**src/inc/tmrc_pkg.sv**
```systemverilog
package tmrc_pkg;
  // Register byte addresses on APB (one aligned word each)
  localparam logic [7:0] ADDR_CTRL = 8'h00;
  localparam logic [7:0] ADDR_CNT_LOW = 8'h04;
  localparam logic [7:0] ADDR_CNT_HIGH = 8'h08;
  localparam logic [7:0] ADDR_FLAGS = 8'h0c;
  localparam logic [7:0] ADDR_COMPARE = 8'h10;
  localparam logic [7:0] ADDR_CMP_MODE = 8'h14;
  localparam logic [7:0] ADDR_PIN_DIR = 8'h18;
  // Control register fields
  localparam int CTRL_RUN_BIT = 0;
  localparam int CTRL_CS_BIT = 1;
  localparam int CTRL_NOSYNC_BIT = 2;
  localparam int CTRL_OSCEN_BIT = 3;
  localparam int CTRL_PS_LSB = 4;
  localparam int CTRL_SYSRUN_BIT = 6;
  localparam int CTRL_WIDE_BIT = 7;
  localparam logic [7:0] CTRL_RESET = 8'h00;
  localparam logic [7:0] CTRL_WMASK = 8'hbf;
  // Flag register fields
  localparam int FLAG_OVF_BIT = 0;
  localparam int FLAG_IE_BIT = 1;
  // Compare channel mode that fires the special event trigger
  localparam logic [3:0] CMP_MODE_SPECIAL = 4'hb;
  localparam logic [15:0] CNT_RESET = 16'h0000;
  localparam logic [15:0] CMP_RESET = 16'hffff;
  localparam logic [1:0] DIR_RESET = 2'h3;
  localparam logic [7:0] HBUF_RESET = 8'h00;
  localparam logic [3:0] MODE_RESET = 4'h0;
  localparam logic [15:0] CNT_MAX = 16'hffff;
  // Instruction cycle is four system clocks
  localparam int INSTR_DIV = 4;
endpackage

```
**src/rtl/tmrc_edge_detect.sv**
```systemverilog
module tmrc_edge_detect (
  input wire logic ref_clk,
  input wire logic arst_n,
  input wire logic sync_en,
  input wire logic din,
  output logic rise
);
  logic meta_q, sync_q, prev_q;
  logic meta_d, sync_d, prev_d, src;

  always_comb begin
    meta_d = din;
    sync_d = meta_q;
    // Bypass takes the raw level, two cycles earlier but glitch prone
    src = sync_en ? sync_q : din;
    prev_d = src;
    rise = src & ~prev_q;
  end

  always_ff @(posedge ref_clk or negedge arst_n) begin
    if (!arst_n) begin
      meta_q <= 1'b0;
      sync_q <= 1'b0;
      prev_q <= 1'b0;
    end else begin
      meta_q <= meta_d;
      sync_q <= sync_d;
      prev_q <= prev_d;
    end
  end
endmodule

```
**src/rtl/tmrc_prescaler.sv**
```systemverilog
module tmrc_prescaler (
  input wire logic ref_clk,
  input wire logic arst_n,
  input wire logic tick_in,
  input wire logic [1:0] ratio_sel,
  input wire logic clear,
  output logic tick_out
);
  logic [2:0] cnt_q, cnt_d;
  logic [2:0] limit;

  always_comb begin
    limit = 3'((4'h1 << ratio_sel) - 4'h1);
    cnt_d = cnt_q;
    tick_out = 1'b0;
    if (clear) begin
      cnt_d = 3'h0;
    end else if (tick_in) begin
      if (cnt_q >= limit) begin
        cnt_d = 3'h0;
        tick_out = 1'b1;
      end else begin
        cnt_d = 3'(cnt_q + 3'h1);
      end
    end
  end

  always_ff @(posedge ref_clk or negedge arst_n) begin
    if (!arst_n) begin
      cnt_q <= 3'h0;
    end else begin
      cnt_q <= cnt_d;
    end
  end
endmodule

```
**src/rtl/tmrc_timer.sv**
```systemverilog
// What this block does
// - Counter counts up and wraps to zero
// - Wrap sets flag; enable gates interrupt
// - Run bit zero stops counting
// - Source zero counts instruction cycles
// - Source one counts external rising edges
// - Oscillator enable bit drives crystal
// - Enabled crystal forces pins input, reads zero
// - Status bit shows system clock source
// - Crystal keeps running in power modes
// - Special trigger clears counter, starts conversion
// - Special trigger never sets overflow flag
// - Counter write beats trigger reset
// - Compare value acts as period
// - Wide mode: low read latches high
// - Wide mode: low write loads high
// - Low write clears prescaler; high doesn't
//
// Our own choices: the APB slave port and the placing of the registers.
module tmrc_timer (
  input wire logic ref_clk,
  input wire logic arst_n,
  input wire logic psel,
  input wire logic penable,
  input wire logic pwrite,
  input wire logic [7:0] paddr,
  input wire logic [31:0] pwdata,
  input wire logic [3:0] pstrb,
  output logic [31:0] prdata,
  output logic pready,
  output logic pslverr,
  input wire logic ext_clock_pin,
  input wire logic crystal_in_pin,
  input wire logic crystal_clk,
  input wire logic sysclk_from_crystal,
  input wire logic adc_enabled,
  input wire logic [1:0] osc_pin_level,
  output logic crystal_osc_enable,
  output logic [1:0] osc_pin_oe,
  output logic [1:0] osc_pin_read,
  output logic overflow_irq,
  output logic adc_start,
  output logic [15:0] count_value
);
  logic [7:0] ctrl_q, ctrl_d;
  logic [15:0] cnt_q, cnt_d;
  logic [7:0] hbuf_q, hbuf_d;
  logic ovf_q, ovf_d;
  logic ie_q, ie_d;
  logic [15:0] cmp_q, cmp_d;
  logic [3:0] mode_q, mode_d;
  logic [1:0] dir_q, dir_d;
  logic [1:0] div_q, div_d;
  logic [31:0] rdata_q, rdata_d;
  logic adc_q, adc_d;
  logic wr, rd, lane0, bad_addr;
  logic run, ext_sel, nosync, oscen, wide;
  logic [1:0] ps_sel;
  logic ext_src, ext_rise, int_tick, in_tick, cnt_tick;
  logic wr_low, wr_high, rd_low, special_hit;

  assign run = ctrl_q[tmrc_pkg::CTRL_RUN_BIT];
  assign ext_sel = ctrl_q[tmrc_pkg::CTRL_CS_BIT];
  assign nosync = ctrl_q[tmrc_pkg::CTRL_NOSYNC_BIT];
  assign oscen = ctrl_q[tmrc_pkg::CTRL_OSCEN_BIT];
  assign wide = ctrl_q[tmrc_pkg::CTRL_WIDE_BIT];
  assign ps_sel = ctrl_q[tmrc_pkg::CTRL_PS_LSB +: 2];

  // Zero-wait slave: every access completes in its first access cycle
  assign pready = 1'b1;
  assign wr = psel & penable & pwrite;
  assign rd = psel & penable & ~pwrite;
  assign lane0 = pstrb[0];
  always_comb begin
    case (paddr)
      tmrc_pkg::ADDR_CTRL, tmrc_pkg::ADDR_CNT_LOW, tmrc_pkg::ADDR_CNT_HIGH, tmrc_pkg::ADDR_FLAGS,
      tmrc_pkg::ADDR_COMPARE, tmrc_pkg::ADDR_CMP_MODE, tmrc_pkg::ADDR_PIN_DIR: bad_addr = 1'b0;
      default: bad_addr = 1'b1;
    endcase
  end
  assign pslverr = psel & penable & bad_addr;
  assign prdata = rdata_q;

  assign wr_low = wr & lane0 & (paddr == tmrc_pkg::ADDR_CNT_LOW);
  assign wr_high = wr & lane0 & (paddr == tmrc_pkg::ADDR_CNT_HIGH);
  assign rd_low = rd & (paddr == tmrc_pkg::ADDR_CNT_LOW);

  assign ext_src = oscen ? crystal_clk : ext_clock_pin;

  tmrc_edge_detect u_edge (
    .ref_clk(ref_clk),
    .arst_n(arst_n),
    .sync_en(~nosync),
    .din(ext_src),
    .rise(ext_rise)
  );

  always_comb begin
    div_d = 2'(div_q + 2'h1);
    int_tick = (div_q == 2'(tmrc_pkg::INSTR_DIV - 1));
  end

  assign in_tick = run & (ext_sel ? ext_rise : int_tick);

  tmrc_prescaler u_pre (
    .ref_clk(ref_clk),
    .arst_n(arst_n),
    .tick_in(in_tick),
    .ratio_sel(ps_sel),
    .clear(wr_low),
    .tick_out(cnt_tick)
  );

  // async mode trigger not guaranteed; logic still applies it
  assign special_hit = (mode_q == tmrc_pkg::CMP_MODE_SPECIAL) & (cnt_q == cmp_q);

  // Settings group: control, enable, compare, mode, direction
  always_comb begin
    ctrl_d = ctrl_q;
    ie_d = ie_q;
    cmp_d = cmp_q;
    mode_d = mode_q;
    dir_d = dir_q;
    // Status bit is not writable; it mirrors the clock switch
    // clock status
    ctrl_d[tmrc_pkg::CTRL_SYSRUN_BIT] = sysclk_from_crystal;
    // Byte-wide registers need lane 0; other lanes are ignored
    if (wr && lane0) begin
      case (paddr)
        tmrc_pkg::ADDR_CTRL: begin
          ctrl_d = (pwdata[7:0] & tmrc_pkg::CTRL_WMASK) | (ctrl_d & ~tmrc_pkg::CTRL_WMASK);
        end
        tmrc_pkg::ADDR_FLAGS: begin
          ie_d = pwdata[tmrc_pkg::FLAG_IE_BIT];
        end
        tmrc_pkg::ADDR_CMP_MODE: begin
          mode_d = pwdata[3:0];
        end
        tmrc_pkg::ADDR_PIN_DIR: begin
          dir_d = pwdata[1:0];
        end
        default: begin
        end
      endcase
    end
    if (wr && (paddr == tmrc_pkg::ADDR_COMPARE)) begin
      if (pstrb[0]) begin
        cmp_d[7:0] = pwdata[7:0];
      end
      if (pstrb[1]) begin
        cmp_d[15:8] = pwdata[15:8];
      end
    end
  end

  always_ff @(posedge ref_clk or negedge arst_n) begin
    if (!arst_n) begin
      ctrl_q <= tmrc_pkg::CTRL_RESET;
      ie_q <= 1'b0;
      cmp_q <= tmrc_pkg::CMP_RESET;
      mode_q <= tmrc_pkg::MODE_RESET;
      dir_q <= tmrc_pkg::DIR_RESET;
    end else begin
      ctrl_q <= ctrl_d;
      ie_q <= ie_d;
      cmp_q <= cmp_d;
      mode_q <= mode_d;
      dir_q <= dir_d;
    end
  end

  // Counter group: live count and high-byte buffer
  always_comb begin
    cnt_d = cnt_q;
    hbuf_d = hbuf_q;
    if (cnt_tick) begin
      cnt_d = 16'(cnt_q + 16'h1);
    end
    // Level match: a stopped count sitting on the compare value stays at zero
    // trigger clears silently
    if (special_hit) begin
      cnt_d = tmrc_pkg::CNT_RESET;
    end
    if (wr_low) begin
      cnt_d[7:0] = pwdata[7:0];
      if (wide) begin
        cnt_d[15:8] = hbuf_q;
      end
    end
    if (wr_high) begin
      if (wide) begin
        hbuf_d = pwdata[7:0];
      end else begin
        cnt_d[15:8] = pwdata[7:0];
      end
    end
    if (rd_low && wide) begin
      hbuf_d = cnt_q[15:8];
    end
  end

  always_ff @(posedge ref_clk or negedge arst_n) begin
    if (!arst_n) begin
      cnt_q <= tmrc_pkg::CNT_RESET;
      hbuf_q <= tmrc_pkg::HBUF_RESET;
    end else begin
      cnt_q <= cnt_d;
      hbuf_q <= hbuf_d;
    end
  end

  // Flag group: sticky overflow
  always_comb begin
    ovf_d = ovf_q;
    // Set wins over a same-cycle clear, so a clear write never hides an overflow
    // sticky flag, set wins over clear
    if (wr && lane0 && (paddr == tmrc_pkg::ADDR_FLAGS) && !pwdata[tmrc_pkg::FLAG_OVF_BIT]) begin
      ovf_d = 1'b0;
    end
    // A counter write in the wrap cycle blocks the flag, even a wide high write that leaves the count wrapped
    // overflow sets flag
    if (cnt_tick && (cnt_q == tmrc_pkg::CNT_MAX) && !special_hit && !wr_low && !wr_high) begin
      ovf_d = 1'b1;
    end
  end

  always_ff @(posedge ref_clk or negedge arst_n) begin
    if (!arst_n) begin
      ovf_q <= 1'b0;
    end else begin
      ovf_q <= ovf_d;
    end
  end

  // Read group: read data shows in the cycle after the access
  always_comb begin
    adc_d = special_hit & adc_enabled;
    rdata_d = rdata_q;
    // Holes read as zero; pslverr flags them in the same access
    if (rd) begin
      rdata_d = 32'h0;
      case (paddr)
        tmrc_pkg::ADDR_CTRL: rdata_d[7:0] = ctrl_q;
        tmrc_pkg::ADDR_CNT_LOW: rdata_d[7:0] = cnt_q[7:0];
        tmrc_pkg::ADDR_CNT_HIGH: rdata_d[7:0] = wide ? hbuf_q : cnt_q[15:8];
        tmrc_pkg::ADDR_FLAGS: rdata_d[1:0] = {ie_q, ovf_q};
        tmrc_pkg::ADDR_COMPARE: rdata_d[15:0] = cmp_q;
        tmrc_pkg::ADDR_CMP_MODE: rdata_d[3:0] = mode_q;
        tmrc_pkg::ADDR_PIN_DIR: rdata_d[1:0] = dir_q;
        default: rdata_d = 32'h0;
      endcase
    end
  end

  always_ff @(posedge ref_clk or negedge arst_n) begin
    if (!arst_n) begin
      rdata_q <= 32'h0;
      adc_q <= 1'b0;
    end else begin
      rdata_q <= rdata_d;
      adc_q <= adc_d;
    end
  end

  // Divider runs free, so stopping the count never shifts the instruction phase
  always_ff @(posedge ref_clk or negedge arst_n) begin
    if (!arst_n) begin
      div_q <= 2'h0;
    end else begin
      div_q <= div_d;
    end
  end

  // no power-mode gating here, so it keeps running
  assign crystal_osc_enable = oscen;
  // pins forced to input
  // Direction bit one means input, as on a port tristate latch
  assign osc_pin_oe = oscen ? 2'b00 : ~dir_q;
  assign osc_pin_read = oscen ? 2'b00 : osc_pin_level;
  assign overflow_irq = ovf_q & ie_q;
  assign adc_start = adc_q;
  assign count_value = cnt_q;
endmodule

```
**config.mk**
```make
export PLATFORM = sky130hd
export DESIGN_NAME = tmrc_timer
export DESIGN_NICKNAME = d
export VERILOG_FILES = /design/src/inc/tmrc_pkg.sv /design/src/rtl/tmrc_edge_detect.sv /design/src/rtl/tmrc_prescaler.sv /design/src/rtl/tmrc_timer.sv
export SDC_FILE = /design/constraint.sdc
export NUM_CORES = 1
export LEC_CHECK = 0
export ABC_AREA = 1
export BUFFER_PORTS_ARGS = -buffer_cell sky130_fd_sc_hd__buf_2
export CAP_MARGIN = 40
export CORE_ASPECT_RATIO = 1.4
export CORE_UTILIZATION = 30
export DETAILED_ROUTE_END_ITERATION = 8
export PLACE_DENSITY = 0.49
export SLEW_MARGIN = 20
export SYNTH_ARGS = -nofsm -noshare
export SYNTH_HDL_FRONTEND = slang
export SYNTH_HIERARCHICAL = 1
export SYNTH_SLANG_ARGS = --single-unit
```
**constraint.sdc**
```tcl
create_clock -name ref_clk -period 4.1 [get_ports ref_clk]
set_input_delay 0.615 -clock ref_clk [delete_from_list [all_inputs] [get_ports ref_clk]]
set_output_delay 0.615 -clock ref_clk [all_outputs]
set_load 0.005 [all_outputs]
```
==> results of run 1 <==
## metrics by stage
step	area, um^2	std cells	setup slack, ns	utilization [%]	hold slack, ns
5_1_grt	5730	952	0.650	35.3	0.364
3_3_place_gp	5460	936	0.942	33.6	0.342
2_1_floorplan	5050	692	1.62	-	0.319
3_5_place_dp	5460	936	0.908	33.6	0.350
4_1_cts	5730	952	0.918	35.3	0.346
6_report	5730	952	1.00	35.3	0.331
## registers in the layout, indices dropped and copies added, names as in the netlist
register / cells
adc_start: 1
cmp_q: 16
count_value: 16
ctrl_q: 8
dir_q: 2
div_q: 2
hbuf_q: 8
ie_q: 1
mode_q: 4
ovf_q: 1
prdata: 16
u_edge/meta_q: 1
u_edge/prev_q: 1
u_edge/sync_q: 1
u_pre/cnt_q: 3
## Yosys cell counts (7+ instances only)
library cell,n
nor2_1,59
o21ai_1,16
nand3_1,39
o21ai_0,52
buf_4,18
a21oi_1,19
dfrtp_1,63
dfstp_2,18
inv_1,83
nand4_1,17
nand2_1,179
nor3_1,8
xor2_1,7
nor2_2,11
inv_2,13
nand2_2,8
## final timing paths
kind                                    startpoint                         to  slack [ns]
max                          ctrl_q[3]$_DFFE_PN0P_  count_value[12]$_DFF_PN0_        1.00
min                                         arst_n      mode_q[0]$_DFFE_PN0P_        0.33
max reg2reg                  ctrl_q[3]$_DFFE_PN0P_  count_value[12]$_DFF_PN0_        1.00
min reg2reg                u_edge/meta_q$_DFF_PN0_    u_edge/sync_q$_DFF_PN0_        0.36
max in group asynchronous                   arst_n      cmp_q[11]$_DFFE_PN1P_        2.84
min in group ref_clk       u_edge/meta_q$_DFF_PN0_    u_edge/sync_q$_DFF_PN0_        0.36
## power by group
part | switching [W] | internal, W | leakage [nW]
Sequential | 0.0000108 | 0.000811 | 1.05
Clock | 0.000334 | 0.000409 | 0.122
Combinational | 0.0000755 | 0.0000349 | 1.67
## area by class of cell
| class | count | area, um^2 | share of cell area [%] |
|---|---|---|---|
| multi-input cells | 481 | 2400 | 41.9 |
| clock inverters | 5 | 32.5 | 0.568 |
| flip-flops and latches | 81 | 2050 | 35.8 |
| repair buffers | 78 | 398 | 6.95 |
| well taps | 199 | 249 | 4.35 |
| inverters | 97 | 367 | 6.40 |
| clock buffers | 11 | 233 | 4.06 |
## layer usage
layer	track usage [%]	wire length (um)
met2	33.3	7960
met4	9.98	567
met3	2.39	531
met5	0	0
met1	22.5	6490
## cells by family (layout without fill, tap and decap cells)
| logic type | after synthesis | count (layout) | synth area share [%] |
|---|---|---|---|
| adder cells (fa/ha/maj) | 6 | 6 | 1.50 |
| buffers and inverters | 130 | 191 | 12.0 |
| AO/OA/AOI/OAI | 107 | 107 | 11.9 |
| flip-flops | 81 | 81 | 41.1 |
| other | 2 | 17 | 0.151 |
| XOR/XNOR | 13 | 13 | 2.28 |
| AND/OR/NAND/NOR | 337 | 337 | 30.9 |
| multiplexers | 1 | 1 | 0.226 |
## worst max-delay path: cells and delay by family, from the launching register on
family          cells  cell delay (ns)
simple gates       10             1.12
flops               1             0.50
buf+inv             4             0.23
mux                 1             0.30
compound gates      3             0.87
==> results.yml, run 1 <==
drt:
  antenna_left: 0
  routed_via_density: 4.81
  routed_wirelength_mm: 15.5
  firstDrtPassIters: 7
  drt_iter0_drc: 325
  drc: 14
  routedWlPerCell_um: 16.3
  dr_total_vias: 4578
cts:
  clk_latency_ns: 0.34
  cts_max_level: 3
  hold_buffers: 0
  numCtsBuffers: 9
  clk_pin_slew_worst_paths_ns: 0.06
  cts_tree: "yes"
  cts_root_buf: "clkbuf_16"
  cts_buffer_depth: 2
  ctsResizeCount: 0
  clock-sinks: 81
  cts_setup_buffers: 0
critical_path:
  end_kind: "flip-flop"
  start_kind: "flip-flop"
  crit_chain: "mux2_2 -> inv_1 -> nand2_1 -> nand2_2 -> nor2_2 -> inv_1 -> a21oi_1 -> inv_1 -> nor2_1 -> a21boi_0 -> nand2_1 -> inv_1 -> nand3_1 -> nor2_1 -> nor2_1 -> nor2_1 -> nand3_1 -> a21oi_1"
  max_stage_delay_ns: 0.50
  cp_slowest_cell: "dfrtp_1"
  cp_max_fo: 8
  rr_worst_depth: 18
  path_class: "flip-flop to flip-flop"
  cp.required_ns: 4.36
  arrival_ns: 3.36
layout:
  drive_gt1_share_pct: 21.8
  layout_common_cells: "nand2_1, inv_1, buf_2"
  final_common_cell: "nand2_1"
  fill_cells: 1755
  nets: 810
  antenna_cells: 0
  area_growth_pct: 14.8
power:
  power_w: 0.00167
  power_density_nw_per_um2: 292
  leakage_nw: 2.84
  vdd_ir_drop_max_mv: 0.213
floorplan:
  core-area_um2: 16200
  die_area_um2: 17200
  placementRows: 55
  die_w_um: 111
  die-height_um: 155
  initial_core_util_pct: 30.7
  ios: 113
logic_synthesis:
  synth.top_cell.area_share_pct: 31.6
  syn-cell-area_um2: 4990
  yosys_register_bits: 81
  synth_area_leaders: "dfrtp_1, nand2_1, dfstp_2"
  seq_area_frac_synth_pct: 41.1
  yosys.area.top_type: "dfrtp_1"
  syn_area_per_cell_um2: 7.37
  synth_edf_count: 0
  synth_async_sr_flop_share_pct: 100
  synth-main-ff-cell: "dfrtp_1"
  synth_cells: 677
  yosysUniqueCellTypes: 41
  yosysWarnings: 6
status:
  status: "finished with violations"
  violations: "design-rule violations"
global_routing:
  grt_remaining_overflow: 0
  antenna_found_initial: 0
  grt_use_total_pct: 18.9
  grt_pass1_wl_mm: 24.8
  grt_pass1_vias: 4484
  grt_max_degree: 52
placement:
  hpwlAfterDp_mm: 11.9
  place.gp.congestion: 0.909
  numPortBuffers: 76
sta:
  hold_viol_final: 0
  period_minus_slack_ns: 3.10
  drv_slew: 0
  rsz0062_at_grt: "no"
  max_freq_ghz: 0.323
  worst_pin_slew_ns: 0.723
  fin_crit_sh_pct: 75.5
  final.setup.tns_ns: 0
  slew_headroom_pct: 51.8
  finClkSkew_ns: 0.00718
  setup_viol: 0
min_path:
  worstHoldPathType: "primary input to asynchronous set/reset pin"
run:
  drv_cap: 0
Note: power is estimated with default switching activity, not from simulation.
==> run 2, diff against run 1 <==
- PLACE_DENSITY: 0.49 -> 0.51
- clock period: 4.1 -> 2.65 ns (I/O delays scaled with it)
==> results.yml, run 2 (synthesis results as in run 1) <==
status:
  status: "finished with violations"
  violations: "design-rule violations"
global_routing:
  use_met2_pct: 31.6
  antenna_found_initial: 0
  grt_pass1_wl_mm: 24.1
  grt_busiest_layer: "met2"
  grt_pass1_vias: 4422
  grtUsageMet1_pct: 22.9
  grt_use_total_pct: 18.4
  use_met3_pct: 2.00
  grt_remaining_overflow: 0
  grt_max_degree: 45
cts:
  cts_tree: "yes"
  hold_buffers: 0
  clock-sinks: 81
  clk_pin_slew_worst_paths_ns: 0.06
  numCtsBuffers: 9
  cts_setup_buffers: 0
  cts_root_buf: "clkbuf_16"
  clk_latency_ns: 0.34
  cts_max_level: 3
  cts_buffer_depth: 2
sta:
  setup_viol: 0
  drv_slew: 0
  fin_crit_sh_pct: 91.9
  slew_headroom_pct: 57.4
  max_freq_ghz: 0.411
  hold_viol_final: 0
  worst_pin_slew_ns: 0.639
  finClkSkew_ns: 0.00733
  period_minus_slack_ns: 2.44
  fin_ws_ns: 0.215
layout:
  drive_gt1_share_pct: 24.7
  fill_cells: 1762
  final_common_cell: "nand2_1"
  area_growth_pct: 19.7
  layout_common_cells: "nand2_1, inv_1, buf_2"
  stdcell_count: 963
  nets: 821
  antenna_cells: 0
power:
  vdd_ir_drop_max_mv: 0.290
  power_density_nw_per_um2: 487
  leakage_nw: 2.96
  seqPwrFrac_pct: 43.7
  p_int_w: 0.00226
  power_w: 0.00291
  swShare_pct: 22.3
  pwr-share-comb_pct: 6.0
  clockPowerShare_pct: 50.2
  power.switching_w: 0.000648
placement:
  place.gp.congestion: 0.903
  placed_cells: 947
  pre_cts_ws_ns: -0.0131
  hpwlAfterDp_mm: 11.7
  numPortBuffers: 76
drt:
  routed_via_density: 4.79
  dr_total_vias: 4617
  routedWlPerCell_um: 15.8
  firstDrtPassIters: 7
  routed_wirelength_mm: 15.2
  antenna_left: 0
  drc: 8
  drt_iter0_drc: 263
floorplan:
  core-area_um2: 16200
  die-height_um: 155
  die_w_um: 111
  die_area_um2: 17200
  placementRows: 55
  initial_core_util_pct: 30.7
  ios: 113
run:
  drv_cap: 0
critical_path:
  end_kind: "flip-flop"
  cp_max_fo: 3
  cp.required_ns: 2.91
  path_class: "flip-flop to flip-flop"
  arrival_ns: 2.70
  start_kind: "flip-flop"
min_path:
  worstHoldPathType: "primary input to asynchronous set/reset pin"
run 2: timing repair:
action	in CTS	in global routing
pin swaps	0	6
endpoints found under the setup margin	6	9
resized for setup	3	17
run 2: worst max-delay path, cell delays in order, from the launching register on:
cell,delay (ns)
dfrtp_1,0.39
mux2_2,0.24
inv_1,0.04
nand2_1,0.06
nand2_2,0.07
nor2_4,0.09
inv_1,0.05
a21oi_2,0.14
inv_1,0.06
nor2_2,0.09
a21boi_2,0.16
buf_4,0.15
nand2_4,0.07
nor2_4,0.14
nand2_2,0.07
nor2_4,0.12
xor2_1,0.16
nand3_1,0.11
a21oi_2,0.15
run 2: path summary, 6_finish.rpt:
check	start	endpoint	slack [ns]	depth (start not counted)
min reg2reg	u_edge/meta_q$_DFF_PN0_	u_edge/sync_q$_DFF_PN0_	0.35	0
max reg2reg	ctrl_q[3]$_DFFE_PN0P_	count_value[11]$_DFF_PN0_	0.21	18
max in group asynchronous	arst_n	cmp_q[7]$_DFFE_PN1P_	1.92	2
min	arst_n	prdata[5]$_DFFE_PN0P_	0.04	1
max	ctrl_q[3]$_DFFE_PN0P_	count_value[11]$_DFF_PN0_	0.21	18
min in group ref_clk	sysclk_from_crystal	ctrl_q[6]$_DFF_PN0_	0.18	1
run 2: area by class of cell:
| class | count | area [um^2] | area share [%] |
|---|---|---|---|
| Sequential cell | 81 | 2050 | 34.3 |
| Clock buffer | 11 | 243 | 4.07 |
| Multi-Input combinational cell | 481 | 2470 | 41.3 |
| Tap cell | 199 | 249 | 4.17 |
| Clock inverter | 5 | 103 | 1.72 |
| Timing Repair Buffer | 89 | 493 | 8.26 |
| Inverter | 97 | 367 | 6.14 |
run 2: power groups by stage:
stage	Clock [W]	Combinational [W]	Sequential, W
6_report	0.00146	0.000176	0.00127
3_5_place_dp	0	0.000178	0.00129
3_3_place_gp	0	0.000177	0.00129
4_1_cts	0.00148	0.000178	0.00127
2_1_floorplan	0	0.0000924	0.00129
5_1_grt	0.00154	0.000200	0.00127
run 2: per-layer routing:
metal | routed length [um] | part of all wire, % | vias to the layer above
li1 | - | - | 2297
met1 | 6530 | 43 | 2189
met2 | 7660 | 50 | 109
met3 | 433 | 2.8 | 22
met4 | 585 | 3.8 | 0
met5 | 0 | 0 | -
run 2: per-stage QoR:
stage,TNS [ns],hold slack [ns],instance area [um^2],util [%]
after global placement,0,0.343,5560,34.2
after detailed placement,-0.0219,0.339,5560,34.2
after global routing,-0.00671,0.0739,5970,36.8
final,0,0.0351,5970,36.8
after CTS,0,0.0568,5910,36.4
after floorplan,0,0.102,5050,-
==> run 3, diff against run 2 <==
- CTS_CLUSTER_DIAMETER: unset -> 80
- REMOVE_ABC_BUFFERS: unset -> 1
==> results.yml, run 3 (synthesis results as in run 1) <==
status:
  status: "finished with violations"
  violations: "design-rule violations"
sta:
  max_freq_ghz: 0.411
  rsz0062_at_grt: "no"
  fin_ws_ns: 0.218
  hold_viol_final: 0
  slew_headroom_pct: 49.6
  final.setup.tns_ns: 0
  fin_crit_sh_pct: 91.8
  drv_slew: 0
  setup_viol: 0
  period_minus_slack_ns: 2.43
  finClkSkew_ns: 0.00772
  worst_pin_slew_ns: 0.755
layout:
  final_common_cell: "nand2_1"
  fin_util_pct: 36.7
  layout_common_cells: "nand2_1, inv_1, buf_2"
  drive_gt1_share_pct: 24.8
  area_growth_pct: 19.4
  nets: 823
  antenna_cells: 0
  stdcell_count: 965
  fin_area_um2: 5960
cts:
  clk_latency_ns: 0.35
  cts_tree: "yes"
  cts_root_buf: "clkbuf_16"
  clk_pin_slew_worst_paths_ns: 0.06
  clock-sinks: 81
  numCtsBuffers: 9
  cts_buffer_depth: 2
  cts_max_level: 3
global_routing:
  grt_remaining_overflow: 0
  grt_pass1_wl_mm: 24.2
  grt_max_degree: 42
  grt_pass1_vias: 4408
  grt_use_total_pct: 18.3
  antenna_found_initial: 0
floorplan:
  die_w_um: 111
  die-height_um: 155
  placementRows: 55
  ios: 113
  core-area_um2: 16200
  initial_core_util_pct: 30.7
  die_area_um2: 17200
drt:
  drt_iter0_drc: 256
  routed_wirelength_mm: 15.1
  firstDrtPassIters: 7
  routedWlPerCell_um: 15.6
  dr_total_vias: 4549
  routed_via_density: 4.71
  drc: 14
  antenna_left: 0
placement:
  hpwlAfterDp_mm: 11.5
  numPortBuffers: 76
  placed_cells: 945
  place_area_um2: 5540
  pre_cts_ws_ns: 0.0173
  place.gp.congestion: 0.862
critical_path:
  arrival_ns: 2.66
  start_kind: "flip-flop"
  end_kind: "flip-flop"
  cp_max_fo: 3
  cp.required_ns: 2.88
  path_class: "flip-flop to flip-flop"
power:
  leakage_nw: 2.96
  vdd_ir_drop_max_mv: 0.328
  power_density_nw_per_um2: 474
min_path:
  worstHoldPathType: "primary input to asynchronous set/reset pin"
run:
  drv_cap: 0
## run 3: cell count changes in the layout (fill, tap and decap cells not counted), sizes merged
cell / delta
buf: +2
bufinv: -1
clkinv: +1
## run 3: final timing paths
| kind | slack (ns) | startpoint | cells past startpoint | to |
|---|---|---|---|---|
| worst max-delay path | 0.22 | ctrl_q[3]$_DFFE_PN0P_ | 18 | count_value[8]$_DFF_PN0_ |
| worst min-delay path | 0.04 | arst_n | 1 | adc_start$_DFF_PN0_ |
| worst min register to register | 0.36 | u_edge/meta_q$_DFF_PN0_ | 0 | u_edge/sync_q$_DFF_PN0_ |
| worst max register to register | 0.22 | ctrl_q[3]$_DFFE_PN0P_ | 18 | count_value[8]$_DFF_PN0_ |
| min in group ref_clk | 0.18 | sysclk_from_crystal | 1 | ctrl_q[6]$_DFF_PN0_ |
| max in group asynchronous | 1.92 | arst_n | 2 | cmp_q[1]$_DFFE_PN1P_ |
## run 3: power by group
part	total, W	internal [W]	switching (W)
Sequential	0.00127	0.00126	0.0000160
Combinational	0.000176	0.0000580	0.000118
Clock	0.00137	0.000873	0.000502
## run 3: metrics by stage
step / hold WS [ns] / total power [W]
final: 0.0425 / 0.00282
after global routing: 0.0827 / 0.00294
after CTS: 0.0556 / 0.00286
after detailed placement: 0.344 / 0.00147
after global placement: 0.348 / 0.00147
after floorplan: 0.102 / 0.00136
## run 3: critical path: stages (launching register included)
cell and delay [ns]:
dfrtp_1 0.39, mux2_2 0.24, inv_1 0.04, nand2_1 0.06
nand2_2 0.06, nor2_2 0.07, inv_1 0.05, a21oi_2 0.15
inv_1 0.07, nor2_2 0.12, a21boi_2 0.16, buf_4 0.15
nand2_4 0.07, nor2_2 0.13, inv_1 0.08, o21ai_0 0.25
inv_1 0.08, nand3_1 0.09, a21oi_1 0.08
## run 3: final cells by class
class                   instances  area, um^2
clock buffers                  11         253
clock inverters                 5        77.6
inverters                      97         367
repair buffers                 91         508
well taps                     199         249
multi-input cells             481        2450
flip-flops and latches         81        2050
fillers                      1761       10300
## run 3: repair_timing
| action | CTS | global route |
|---|---|---|
| setup buffers | 0 | 4 |
| pin swaps | 0 | 10 |
| gates resized for setup | 2 | 14 |
| hold buffers | 0 | 0 |
| setup endpoints to repair | 3 | 9 |
## run 3: routing by layer
metal / vias up / wire [um] / track usage, %
li1: 2308 / - / -
met1: 2112 / 6320 / 22.0
met2: 105 / 7720 / 32.2
met3: 24 / 617 / 2.86
met4: 0 / 423 / 8.48
met5: - / 0 / 0
